File: src/include/crf_pkg.sv
// shared constants and types of the core register file
package crf_pkg;

  // ****************************************************************
  // widths and counts
  // ****************************************************************
  localparam int unsigned WORD_W = 16;  // working register width
  localparam int unsigned ACC_W = 40;   // accumulator width
  localparam int unsigned PC_W = 23;    // program counter width
  localparam int unsigned NUM_W = 16;   // working register count
  localparam int unsigned NUM_SH = 4;   // working regs with a shadow
  localparam int unsigned ADDR_W = 8;   // byte address of the register window

  // ****************************************************************
  // working registers with fixed duties
  // ****************************************************************
  localparam logic [3:0] IDX_DEFAULT = 4'h0;  // default_work_reg
  localparam logic [3:0] IDX_X_A = 4'h8;      // x_addr_reg_a
  localparam logic [3:0] IDX_X_B = 4'h9;      // x_addr_reg_b
  localparam logic [3:0] IDX_Y_A = 4'ha;      // y_addr_reg_a
  localparam logic [3:0] IDX_Y_B = 4'hb;      // y_addr_reg_b
  localparam logic [3:0] IDX_FP = 4'he;       // frame_pointer_reg
  localparam logic [3:0] IDX_SP = 4'hf;       // stack_pointer_reg

  // ****************************************************************
  // byte map of the register window
  // ****************************************************************
  localparam logic [7:0] OFS_ACC_A = 8'h20;  // 5 bytes, low first
  localparam logic [7:0] OFS_ACC_B = 8'h28;  // 5 bytes, low first
  localparam logic [7:0] OFS_PC = 8'h30;     // 3 bytes, low first
  localparam logic [7:0] OFS_LOOP = 8'h34;   // start, end, count, rep
  localparam logic [7:0] OFS_TBL_PG = 8'h3c; // table_page_reg
  localparam logic [7:0] OFS_PSV_PG = 8'h3d; // program_visibility_page
  localparam logic [7:0] OFS_STAT = 8'h3e;   // status low, then high
  localparam logic [7:0] OFS_TOP = 8'h3f;    // last mapped byte

  // ****************************************************************
  // status word fields and reset values
  // ****************************************************************
  localparam int unsigned ST_CARRY = 0;    // carry
  localparam int unsigned ST_ZERO = 1;     // zero
  localparam int unsigned ST_OVERFLOW = 2; // overflow_flag
  localparam int unsigned ST_NEG = 3;      // negative
  localparam int unsigned ST_REPEAT = 4;   // repeat_active_flag
  localparam int unsigned ST_PRIO = 5;     // cpu_priority_level, 3 bits
  localparam int unsigned ST_DIGIT = 8;    // digit_carry_flag
  localparam int unsigned ST_LOOP = 9;     // loop_active_flag
  localparam logic [15:0] ST_SHADOW_MASK = 16'h010f;
  localparam logic [15:0] ST_RESET = 16'h0000;
  localparam logic [15:0] SP_RESET = 16'h0800;
  localparam logic [15:0] STK_WORD = 16'h0002;  // one stacked word
  localparam logic [15:0] STK_PAIR = 16'h0004;  // two stacked words

  // ****************************************************************
  // default y block inside the x block
  // ****************************************************************
  localparam logic [7:0] Y_BASE = 8'h80;
  localparam logic [7:0] Y_TOP = 8'hbf;

  // regions of the register window
  typedef enum logic [2:0] {
    RG_NONE, RG_WREG, RG_ACC_A, RG_ACC_B, RG_PC, RG_LOOP, RG_PAGE, RG_STAT
  } crf_region_type;

endpackage

File: src/hdl/crf_core_regs.sv
// programmer-visible register set of the core with x/y address units
// ******************************************************************
// ******************************************************************
//
// Decided for this implementation: the register offsets and the plain strobed port.
module crf_core_regs
(
  input wire logic clock,                  // core clock, 200 MHz
  input wire logic rst,                    // synchronous reset
  input wire logic [7:0] bus_addr,         // register byte address
  input wire logic [7:0] bus_wdata,        // register write byte
  input wire logic bus_wr,                 // register write strobe
  input wire logic bus_rd,                 // register read strobe
  output logic [7:0] bus_rdata,            // read byte, next cycle
  input wire logic ex_wr,                  // working register write
  input wire logic [3:0] ex_wr_idx,        // target register
  input wire logic [15:0] ex_wr_data,      // write value
  input wire logic ex_wr_byte,             // byte-sized operation
  input wire logic [3:0] ex_rd_idx,        // operand register select
  output logic [15:0] ex_rd_data,          // operand, next cycle
  input wire logic acc_wr,                 // accumulator write
  input wire logic acc_sel,                // 0 selects a, 1 selects b
  input wire logic [39:0] acc_data,        // accumulator value
  input wire logic sr_wr,                  // status update from alu
  input wire logic [15:0] sr_data,         // new status word
  input wire logic shadow_push,            // fast context save
  input wire logic shadow_pop,             // fast context restore
  input wire logic loop_start,             // hardware loop begins
  input wire logic [15:0] loop_start_in,   // new loop_start_addr
  input wire logic [15:0] loop_end_in,     // new loop_end_addr
  input wire logic [15:0] loop_count_in,   // new loop_counter
  input wire logic loop_done,              // hardware loop completes
  input wire logic call_push,              // subroutine call
  input wire logic ret_pop,                // subroutine return
  input wire logic exc_entry,              // exception entry
  input wire logic frame_link_op,          // frame link
  input wire logic frame_unlink_op,        // frame unlink
  input wire logic [15:0] frame_size,      // frame size in bytes
  input wire logic [15:0] unlink_data,     // frame pointer popped
  input wire logic pc_load,                // program counter jump
  input wire logic [22:0] pc_target,       // jump target
  input wire logic pc_step,                // advance one instruction
  input wire logic mac_req,                // mac-class data read
  input wire logic mac_x_sel,              // x from reg 9, else 8
  input wire logic mac_y_sel,              // y from reg 11, else 10
  output logic stk_wr,                     // stack write pulse
  output logic stk_two,                    // two words in stk_wdata
  output logic [15:0] stk_addr,            // stack write address
  output logic [31:0] stk_wdata,           // high word, low word
  output logic [15:0] sp_out,              // stack pointer
  output logic [15:0] status_word,         // status register
  output logic [22:0] pc_out,              // program counter
  output logic [15:0] x_ea,                // x effective address
  output logic [15:0] y_ea,                // y effective address
  output logic mac_valid,                  // both addresses valid
  output logic x_err,                      // x address in y block
  output logic y_err                       // y address outside y
);
  import crf_pkg::*;

  // ****************************************************************
  // state
  // ****************************************************************
  typedef struct packed {
    logic [NUM_W-1:0][WORD_W-1:0] w;    // working registers
    logic [NUM_SH-1:0][WORD_W-1:0] sh_w; // shadows of working regs 0 to 3
    logic [ACC_W-1:0] acc_a;            // accumulator_a
    logic [ACC_W-1:0] acc_b;            // accumulator_b
    logic [15:0] sr;                    // status_word
    logic [15:0] sh_sr;                 // shadowed flags
    logic [PC_W-1:0] pc;                // program counter
    logic [3:0][15:0] lp;               // start, end, count, repeat
    logic [2:0][15:0] sh_lp;            // shadows of start, end, count
    logic [7:0] tbl_pg;                 // table_page_reg
    logic [7:0] psv_pg;                 // program_visibility_page_reg
    logic [1:0] depth;                  // loop nesting
    logic [7:0] rd_byte;                // bus read answer
    logic [15:0] rd_word;               // operand answer
    logic stk_wr;                       // stack write pulse
    logic stk_two;                      // two stacked words
    logic [15:0] stk_addr;              // stack address
    logic [31:0] stk_data;              // stacked words
  } crf_state_type;

  crf_state_type s_q;  // registered state
  crf_state_type s_d;  // next state

  // ****************************************************************
  // byte map decode
  // ****************************************************************
  // region of a byte address
  function automatic crf_region_type region_of(input logic [7:0] a);
    if (a < OFS_ACC_A)
      region_of = RG_WREG;
    else if (a >= OFS_ACC_A && a < OFS_ACC_A + 8'h05)
      region_of = RG_ACC_A;
    else if (a >= OFS_ACC_B && a < OFS_ACC_B + 8'h05)
      region_of = RG_ACC_B;
    else if (a >= OFS_PC && a < OFS_PC + 8'h03)
      region_of = RG_PC;
    else if (a >= OFS_LOOP && a < OFS_TBL_PG)
      region_of = RG_LOOP;
    else if (a == OFS_TBL_PG || a == OFS_PSV_PG)
      region_of = RG_PAGE;
    else if (a == OFS_STAT || a == OFS_TOP)
      region_of = RG_STAT;
    else
      region_of = RG_NONE;
  endfunction

  // byte lane n of a wide field
  function automatic logic [7:0] lane(input logic [63:0] v,
                                      input logic [2:0] n);
    lane = v[{n, 3'b000} +: 8];
  endfunction

  // wide field with byte lane n replaced
  function automatic logic [63:0] put_lane(input logic [63:0] v,
                                           input logic [2:0] n,
                                           input logic [7:0] b);
    put_lane = v;
    put_lane[{n, 3'b000} +: 8] = b;
  endfunction

  // index of a loop word from its byte address
  function automatic logic [1:0] loop_idx(input logic [7:0] a);
    logic [7:0] rel;
    rel = a - OFS_LOOP;
    loop_idx = rel[2:1];
  endfunction

  // ****************************************************************
  // next state
  // ****************************************************************
  always_comb
  begin
    s_d = s_q;
    s_d.stk_wr = 1'b0;
    s_d.stk_two = 1'b0;
    if (rst)
    begin
      s_d = '0;
      s_d.sr = ST_RESET;
      s_d.w[IDX_SP] = SP_RESET;
    end
    else
    begin
      if (bus_wr)
      begin
        case (region_of(bus_addr))
          RG_WREG:
            s_d.w[bus_addr[4:1]][{bus_addr[0], 3'b000} +: 8] = bus_wdata;
          RG_ACC_A:
            s_d.acc_a = ACC_W'(put_lane(64'(s_q.acc_a), bus_addr[2:0],
                                        bus_wdata));
          RG_ACC_B:
            s_d.acc_b = ACC_W'(put_lane(64'(s_q.acc_b), bus_addr[2:0],
                                        bus_wdata));
          RG_PC:
            s_d.pc = PC_W'(put_lane(64'(s_q.pc), {1'b0, bus_addr[1:0]},
                                    bus_wdata));
          RG_LOOP:
            s_d.lp[loop_idx(bus_addr)][{bus_addr[0], 3'b000} +: 8] =
              bus_wdata;
          RG_PAGE:
            if (bus_addr[0])
              s_d.psv_pg = bus_wdata;
            else
              s_d.tbl_pg = bus_wdata;
          RG_STAT:
            s_d.sr[{bus_addr[0], 3'b000} +: 8] = bus_wdata;
          default:
            s_d.tbl_pg = s_d.tbl_pg;  // unmapped: ignored
        endcase
      end
      if (ex_wr)
      begin
        if (ex_wr_byte)
          s_d.w[ex_wr_idx][7:0] = ex_wr_data[7:0];
        else
          s_d.w[ex_wr_idx] = ex_wr_data;
      end
      // accumulator write
      if (acc_wr)
      begin
        if (acc_sel)
          s_d.acc_b = acc_data;
        else
          s_d.acc_a = acc_data;
      end
      if (sr_wr)
      begin
        s_d.sr = sr_data;
        s_d.sr[ST_LOOP] = s_q.sr[ST_LOOP];
      end
      if (shadow_push)
      begin
        s_d.sh_w = s_q.w[NUM_SH-1:0];
        s_d.sh_sr = s_q.sr & ST_SHADOW_MASK;
      end
      else if (shadow_pop)
      begin
        s_d.w[NUM_SH-1:0] = s_q.sh_w;
        s_d.sr = (s_d.sr & ~ST_SHADOW_MASK) | s_q.sh_sr;
      end
      if (loop_start)
      begin
        s_d.sh_lp = s_q.lp[2:0];
        s_d.lp[0] = loop_start_in;
        s_d.lp[1] = loop_end_in;
        s_d.lp[2] = loop_count_in;
        s_d.sr[ST_LOOP] = 1'b1;
        if (s_q.depth != 2'b11)
          s_d.depth = s_q.depth + 2'b01;
      end
      else if (loop_done)
      begin
        s_d.lp[2:0] = s_q.sh_lp;
        if (s_q.depth != 2'b00)
          s_d.depth = s_q.depth - 2'b01;
        s_d.sr[ST_LOOP] = (s_q.depth > 2'b01);
      end
      // exception stacks pc low, then status low and pc msb
      if (exc_entry)
      begin
        s_d.stk_wr = 1'b1;
        s_d.stk_two = 1'b1;
        s_d.stk_addr = s_q.w[IDX_SP];
        s_d.stk_data = {s_q.sr[7:0], 1'b0, s_q.pc[22:16], s_q.pc[15:0]};
        s_d.w[IDX_SP] = s_q.w[IDX_SP] + STK_PAIR;
      end
      else if (call_push)
      begin
        s_d.stk_wr = 1'b1;
        s_d.stk_two = 1'b1;
        s_d.stk_addr = s_q.w[IDX_SP];
        s_d.stk_data = {9'h000, s_q.pc[22:16], s_q.pc[15:0]};
        s_d.w[IDX_SP] = s_q.w[IDX_SP] + STK_PAIR;
      end
      else if (ret_pop)
        s_d.w[IDX_SP] = s_q.w[IDX_SP] - STK_PAIR;
      else if (frame_link_op)
      begin
        s_d.stk_wr = 1'b1;
        s_d.stk_addr = s_q.w[IDX_SP];
        s_d.stk_data = {16'h0000, s_q.w[IDX_FP]};
        s_d.w[IDX_FP] = s_q.w[IDX_SP] + STK_WORD;
        s_d.w[IDX_SP] = s_q.w[IDX_SP] + STK_WORD + frame_size;
      end
      else if (frame_unlink_op)
      begin
        s_d.w[IDX_SP] = s_q.w[IDX_FP] - STK_WORD;
        s_d.w[IDX_FP] = unlink_data;
      end
      // program counter
      if (pc_load)
        s_d.pc = pc_target;
      else if (pc_step)
        s_d.pc = s_q.pc + PC_W'(2);
      s_d.pc[0] = 1'b0;
      s_d.w[IDX_SP][0] = 1'b0;
    end
    // register read answers
    if (!rst && bus_rd)
    begin
      case (region_of(bus_addr))
        RG_WREG:
          s_d.rd_byte = s_q.w[bus_addr[4:1]][{bus_addr[0], 3'b000} +: 8];
        RG_ACC_A:
          s_d.rd_byte = lane(64'(s_q.acc_a), bus_addr[2:0]);
        RG_ACC_B:
          s_d.rd_byte = lane(64'(s_q.acc_b), bus_addr[2:0]);
        RG_PC:
          s_d.rd_byte = lane(64'(s_q.pc), {1'b0, bus_addr[1:0]});
        RG_LOOP:
          s_d.rd_byte =
            s_q.lp[loop_idx(bus_addr)][{bus_addr[0], 3'b000} +: 8];
        RG_PAGE:
          s_d.rd_byte = bus_addr[0] ? s_q.psv_pg : s_q.tbl_pg;
        RG_STAT:
          s_d.rd_byte = s_q.sr[{bus_addr[0], 3'b000} +: 8];
        default:
          s_d.rd_byte = 8'h00;
      endcase
    end
    // operand read port
    if (!rst)
      s_d.rd_word = s_q.w[ex_rd_idx];
  end

  // state register
  always_ff @(posedge clock)
  begin
    s_q <= s_d;
  end

  // ****************************************************************
  // mac address generators
  // ****************************************************************
  logic x_valid;  // x unit answer valid
  logic y_valid;  // y unit answer valid

  crf_agu #(.LO(Y_BASE), .HI(Y_TOP), .IS_Y(1'b0)) u_agu_x
  (
    .clock(clock),
    .rst(rst),
    .req(mac_req),
    .ea(mac_x_sel ? s_q.w[IDX_X_B] : s_q.w[IDX_X_A]),
    .ea_out(x_ea),
    .valid(x_valid),
    .region_err(x_err)
  );

  crf_agu #(.LO(Y_BASE), .HI(Y_TOP), .IS_Y(1'b1)) u_agu_y
  (
    .clock(clock),
    .rst(rst),
    .req(mac_req),
    .ea(mac_y_sel ? s_q.w[IDX_Y_B] : s_q.w[IDX_Y_A]),
    .ea_out(y_ea),
    .valid(y_valid),
    .region_err(y_err)
  );

  // outputs straight from flip-flops
  assign mac_valid = x_valid;
  assign bus_rdata = s_q.rd_byte;
  assign ex_rd_data = s_q.rd_word;
  assign stk_wr = s_q.stk_wr;
  assign stk_two = s_q.stk_two;
  assign stk_addr = s_q.stk_addr;
  assign stk_wdata = s_q.stk_data;
  assign sp_out = s_q.w[IDX_SP];
  assign status_word = s_q.sr;
  assign pc_out = s_q.pc;
endmodule

File: src/hdl/crf_agu.sv
// one address generator of the split x/y data space
module crf_agu
#(
  parameter logic [7:0] LO = crf_pkg::Y_BASE,  // first byte of y block
  parameter logic [7:0] HI = crf_pkg::Y_TOP,   // last byte of y block
  parameter bit IS_Y = 1'b0                    // unit serves y space
)
(
  input wire logic clock,         // core clock
  input wire logic rst,           // synchronous reset
  input wire logic req,           // mac read request
  input wire logic [15:0] ea,     // effective address from a register
  output logic [15:0] ea_out,     // registered effective address
  output logic valid,             // address valid, one cycle
  output logic region_err         // x unit: address in the y block; y unit: address outside it
);
  import crf_pkg::*;

  // ****************************************************************
  // state
  // ****************************************************************
  typedef struct packed {
    logic [15:0] ea;   // latched address
    logic valid;       // pulse beside the address
    logic err;         // space violation beside the address
  } crf_agu_type;

  crf_agu_type s_q;  // registered state
  crf_agu_type s_d;  // next state

  // byte address lies in the y block
  function automatic logic in_y(input logic [15:0] a);
    in_y = (a[15:8] == 8'h00) && (a[7:0] >= LO) && (a[7:0] <= HI);
  endfunction

  // next state: latch address and classify it
  always_comb
  begin
    s_d = s_q;
    s_d.valid = 1'b0;
    if (rst)
    begin
      s_d = '0;
    end
    else if (req)
    begin
      s_d.ea = ea;
      s_d.valid = 1'b1;
      s_d.err = IS_Y ? !in_y(ea) : in_y(ea);
    end
  end

  // state register
  always_ff @(posedge clock)
  begin
    s_q <= s_d;
  end

  assign ea_out = s_q.ea;
  assign valid = s_q.valid;
  assign region_err = s_q.err;
endmodule

File: config.mk
export PLATFORM = sky130hd
export DESIGN_NAME = crf_core_regs
export DESIGN_NICKNAME = d
export VERILOG_FILES = /design/src/include/crf_pkg.sv /design/src/hdl/crf_core_regs.sv /design/src/hdl/crf_agu.sv
export SDC_FILE = /design/constraint.sdc
export NUM_CORES = 2
export LEC_CHECK = 0
export BUFFER_PORTS_ARGS = -buffer_cell sky130_fd_sc_hd__buf_4
export CAP_MARGIN = 15
export CORE_ASPECT_RATIO = 1.1
export CORE_MARGIN = 4
export CORE_UTILIZATION = 45
export CTS_BUF_LIST = sky130_fd_sc_hd__clkbuf_8
export CTS_CLUSTER_DIAMETER = 50
export CTS_CLUSTER_SIZE = 40
export DETAILED_ROUTE_END_ITERATION = 8
export PLACE_DENSITY = 0.75
export SLEW_MARGIN = 20
export SYNTH_ARGS = -nofsm -noshare
export SYNTH_HDL_FRONTEND = slang
export SYNTH_HIERARCHICAL = 1
export SYNTH_SLANG_ARGS = --single-unit
File: constraint.sdc
create_clock -name clock -period 3.9 [get_ports clock]
set_input_delay 0.195 -clock clock [delete_from_list [all_inputs] [get_ports clock]]
set_output_delay 0.195 -clock clock [all_outputs]
set_load 0.02 [all_outputs]
# --- Word-level counts from Yosys, hierarchy flattened ---
# Cells that the tools add are included.
classes:
  magnitude_cmp: 21
  shifts: 12
  muxes: 87
  n_addsub: 12
  n_eq_ne: 21
  n_reduce_logical: 34
  n_bitwise: 2
ops:
  columns: ["op", "n"]
  rows:
  - ["$mux W256", 5]
  - ["$bwmux W256", 3]
  - ["$mux W16", 20]
  - ["$bwmux W64", 4]
  - ["$mux W48", 5]
  - ["$demux W16 S4", 3]
  - ["$mux W64", 3]
  - ["$mux W40", 4]
  - ["$bmux W16 S4", 2]
  - ["$shift A8 B8 Y64 const A", 2]
  - ["$shiftx A64 B7 Y8", 2]
  - ["$shiftx A8 B8 Y64", 2]
  - ["$mux W96", 1]
  - ["$mux W87", 1]
  - ["$mux W80", 1]
  - ["$mux W23", 3]
  - ["$mux W32", 2]
  - ["$shiftx A64 B6 Y8", 1]
  - ["$pmux W8 S7", 1]
  - ["$mux W50", 1]
  - ["$shiftx A16 B5 Y8", 3]
  - ["$lt A8 B6 Y1 const B", 5]
  - ["$bmux W16 S2", 1]
  - ["$demux W16 S2", 1]
  - ["45 further kinds", 113]
totals:
  input_bits: 222
  regBits: 682
  out_inout_bits: 164
  word_cells: 237

# --- Longest topological paths before layout ---
logic_depth:
  depth_word: 23
  depth_mapped: 14
  mapped_depth_nobuf: 14

# --- Modules after synthesis ---
# Netlist, hierarchy kept.
by_module_without_submodules:
  columns: ["mod", "seq_area_each_um2", "area_each_um2", "cells_per_inst", "instances"]
  rows:
  - ["crf_core_regs", 12972.4, 38324.3, 4246, 1]
  - ["crf_agu at u_agu_x", 360.3, 683.2, 60, 1]
  - ["crf_agu at u_agu_y", 360.3, 680.7, 60, 1]

# --- Least setup slack after synthesis ---
# OpenSTA, ideal clock, no wires.
synth_timing:
  kind: "input to register"
  from: "input port bus_addr[0]"
  to: "register s_q, in the netlist bus_rdata[1], data pin"
  setup_time_ps: 273
  path_buffers: 5
  slack_ps: 107
  required_time_ps: 3627
  arrival_ps: 3521
  path_stages: 14
  path_cell_list: "inv_2 > buf_1 > clkbuf_1 > ha_1 > clkbuf_1 > or2_2 > o211ai_1 > a21oi_2 > buf_4 > and2_1 > clkbuf_1 > inv_1 > o21ai_1 > o22ai_1"
synth_lines:
  columns: ["item", "line_no", "source"]
  rows:
  - ["start, declared", "crf_core_regs.sv:10", "input wire logic [7:0] bus_addr,"]
  - ["end signal, assigned", "crf_core_regs.sv:294", "s_q <= s_d;"]
  - ["end, declared", "crf_core_regs.sv:85", "crf_state_type s_q;"]

# --- Worst setup path after layout ---
layout_timing:
  from: "register s_q, in the netlist sp_out[3]"
  to: "register s_q, in the netlist sp_out[15]"
layout_via:
  elab_chain_cells: 6
  elab_cells_between_ends: 8
  cone_classes: "add/sub: 4; mux: 4"
layout_lines:
  columns: ["item", "line_no", "source"]
  rows:
  - ["$add A16 B2 Y16", "crf_core_regs.sv:248", "s_d.w[IDX_SP] = s_q.w[IDX_SP] + STK_WORD + frame_size;"]
  - ["$add A16 B16 Y16", "crf_core_regs.sv:248", null]
  - ["$mux W32", "crf_core_regs.sv:242", "else if (frame_link_op)"]
  - ["$mux W16", "crf_core_regs.sv:240", "else if (ret_pop)"]
  - ["$mux W16", "crf_core_regs.sv:232", "else if (call_push)"]
  - ["$mux W16 *", "crf_core_regs.sv:224", "if (exc_entry)"]
# Mark *: on every way between the ends. The rest lies on a longest branch, timed or not.
# A chain may end at the register's enable or synchronous reset.

==> metrics.md <==
| Metric | Value |
|---|---|
| Num CTS Buffers | 80 |
| WL final | 154 mm |
| Setup TNS | 0 ns |
| Period utilization | 90.7% |
| Clock Latency Late Sink | 0.74 ns |
| Syn avg cell area | 9.09 µm² |
| Area growth syn-to-layout | 17.3% |
| Post-Route Utilization | 53.5% |
| Dpl cells | 5484 |
| Post-DR wirelength/cell | 26.3 µm |
| Max-slew violations | 0 |
| Gpl congestion | 0.985 |
| Final-report hold violation count | 0 |
| Pwr Total | 16.2 mW |
| Number of cell rows | 113 |
| Switching power | 5.32 mW |
| Clock tree buffer depth | 3 |
| Global route overflow | 0 |
| Starting DRT DRC Count | 5974 |
| Post-synthesis cell area | 0.0397 mm² |
| Postcts setup bufs | 0 |
| R2R setup slack | 0.36 ns |
| Unrepaired setup endpoints after global routing | no |
| Worst slew pin tran | 1.03 ns |
| IO Pins | 386 |
| Worst min-delay path class | primary input to flop |
| Nets@finish | 4883 |
| Die ar. | 0.0930 mm² |
| Final setup vio count | 0 |
| Crit Path Max Fanout | 6 |
| Fraction of layout cells with a size suffix above 1 | 20.3% |
| WS Path Type | flop to flop |
| All-layer global routing usage | 31.3% |
| Crit path DAT | 4.15 ns |
| Post-synthesis cell count | 4364 |
| Reg clk slew, reported paths | 0.11 ns |
| Max-Cap Viols | 0 |
| Post-cts resize count | 0 |
| Drt pass-1 iters | 8 |
| Fin cells | 5856 |
| Cell count of the worst reg-to-reg path | 13 |
| Root Driver | clkbuf_8 |
| Crit end category | flop |
| Sw Ratio | 32.9% |
| Clock power share | 36.3% |
| RR Startpoint | sp_out[3] |
| Design area | 0.0465 mm² |
| PortBufs | 378 |
| Max rail drop VDD | 0.000284 V |
| Post-DR vias/cell | 6.45 |
| Largest net degree at the start of global routing | 133 |
| Post-Place Worst Slack | 0.340 ns |
| Htree depth | 3 |
| Fin Hold WS | 0.0494 ns |
| Tmin final | 3.54 ns |
| LEAKAGE | 18.1 nW |
| Core region area | 0.0870 mm² |
| Worst endpoint required time | 4.51 ns |
| Hold Path End | s_q[191] |
| Int Pwr | 10.8 mW |
| Initial antenna violation count | 10 |
| Cell Area, Placed | 0.0425 mm² |
| Hold Path Stages | 3 |
| Via count | 37800 |
| Rel. slew slack | 31.5% |
| Synthesis warning total | 6 |
| Vias in the first global route | 36000 |
| Initial Utilization | 45.6% |
| Comb power frac | 17.8% |
| Clock skew | 0.0740 ns |
| PwrDens | 347 mW/mm² |
| Reg2reg end | sp_out[15] |
| CTS tree | built |
| First-pass GRT wire length | 227 mm |
| Clock sink count | 679 |
| Flop pwr share | 45.9% |
| Dpl hpwl | 104 mm |
| Status | finished clean |
| CP startpoint kind | flop |
| Fmax | 283 MHz |
| Final worst slack | 0.363 ns |
| Overall die width | 291 µm |
| Chip height | 319 µm |
| Hold path start | bus_wdata[3] |
| Residual DRC count | 0 |
| Remaining antenna violation count | 0 |
-- critical path, stage by stage (launching register included) --
cell	delay, ns
dfxtp_1	0.42
ha_1	0.31
nand3_1	0.13
nor3_1	0.46
and3_1	0.27
nand2_1	0.08
xnor2_1	0.23
ha_1	0.33
a21o_1	0.17
a21o_1	0.17
a221oi_1	0.28
xnor3_1	0.31
o221ai_1	0.20
a221oi_1	0.10
-- flip-flops by register name, summed over array words and instances (netlist names) --
name	cells
u_agu_y/ea_out	16
u_agu_x/ea_out	16
stk_wr	1
bus_rdata	8
u_agu_y/region_err	1
stk_two	1
stk_wdata	31
u_agu_x/region_err	1
sp_out	15
stk_addr	15
s_q	519
ex_rd_data	16
pc_out	22
status_word	16
u_agu_x/valid	1
-- how the worst max path moves through the flow --
stage	slack (ns)	end	from	cells past startpoint
2_1_floorplan	0.11	bus_rdata[1]	bus_addr[0]	14
3_3_place_gp	0.36	sp_out[15]	sp_out[1]	12
3_5_place_dp	0.34	sp_out[15]	sp_out[3]	13
4_1_cts	0.39	sp_out[15]	sp_out[3]	13
5_1_grt	0.14	sp_out[15]	sp_out[3]	13
6_report	0.36	sp_out[15]	sp_out[3]	13
-- power groups by stage --
stage	Combinational [mW]	Clock (mW)	Sequential [mW]
after floorplan	1.74	0	7.46
after global placement	2.56	0	7.55
after detailed placement	2.59	0	7.56
after CTS	2.79	5.90	7.40
after global routing	3.01	6.17	7.44
final	2.88	5.87	7.42
-- routing by layer --
layer | global-route usage [%] | share of wire (%) | up-vias
li1 | - | - | 16400
met1 | 38.0 | 35 | 17900
met2 | 48.7 | 45 | 2757
met3 | 7.70 | 12 | 691
met4 | 21.9 | 8.1 | 6
met5 | 0.661 | 0.072 | -
-- layout by cell type (no fill, tap or decap), types with 72 or more instances in the layout --
master / count
o21ai_0: 143
a221oi_1: 72
clkbuf_8: 83
mux2i_1: 476
a211oi_1: 232
nor2_1: 591
dfxtp_1: 671
nand3_1: 80
nand2_1: 323
a21oi_1: 261
nor3_1: 94
mux4_2: 188
buf_4: 489
dlygate4sd3_1: 213
-- repair_timing --
item | CTS | global route
endpoints found under the setup margin | 0 | 0
hold endpoints to repair | 441 | 0
hold buffers | 213 | 0
-- final cells by class --
cell class | instances | area [µm²]
antenna | 9 | 22.5
clock buffer | 83 | 1140
clock inverter | 67 | 734
fill | 7651 | 40400
inverter | 47 | 176
multi-input combinational | 3107 | 23300
sequential | 679 | 13700
tap | 1150 | 1440
timing repair buffer | 714 | 6040
Power figures use the tool's default switching activity.
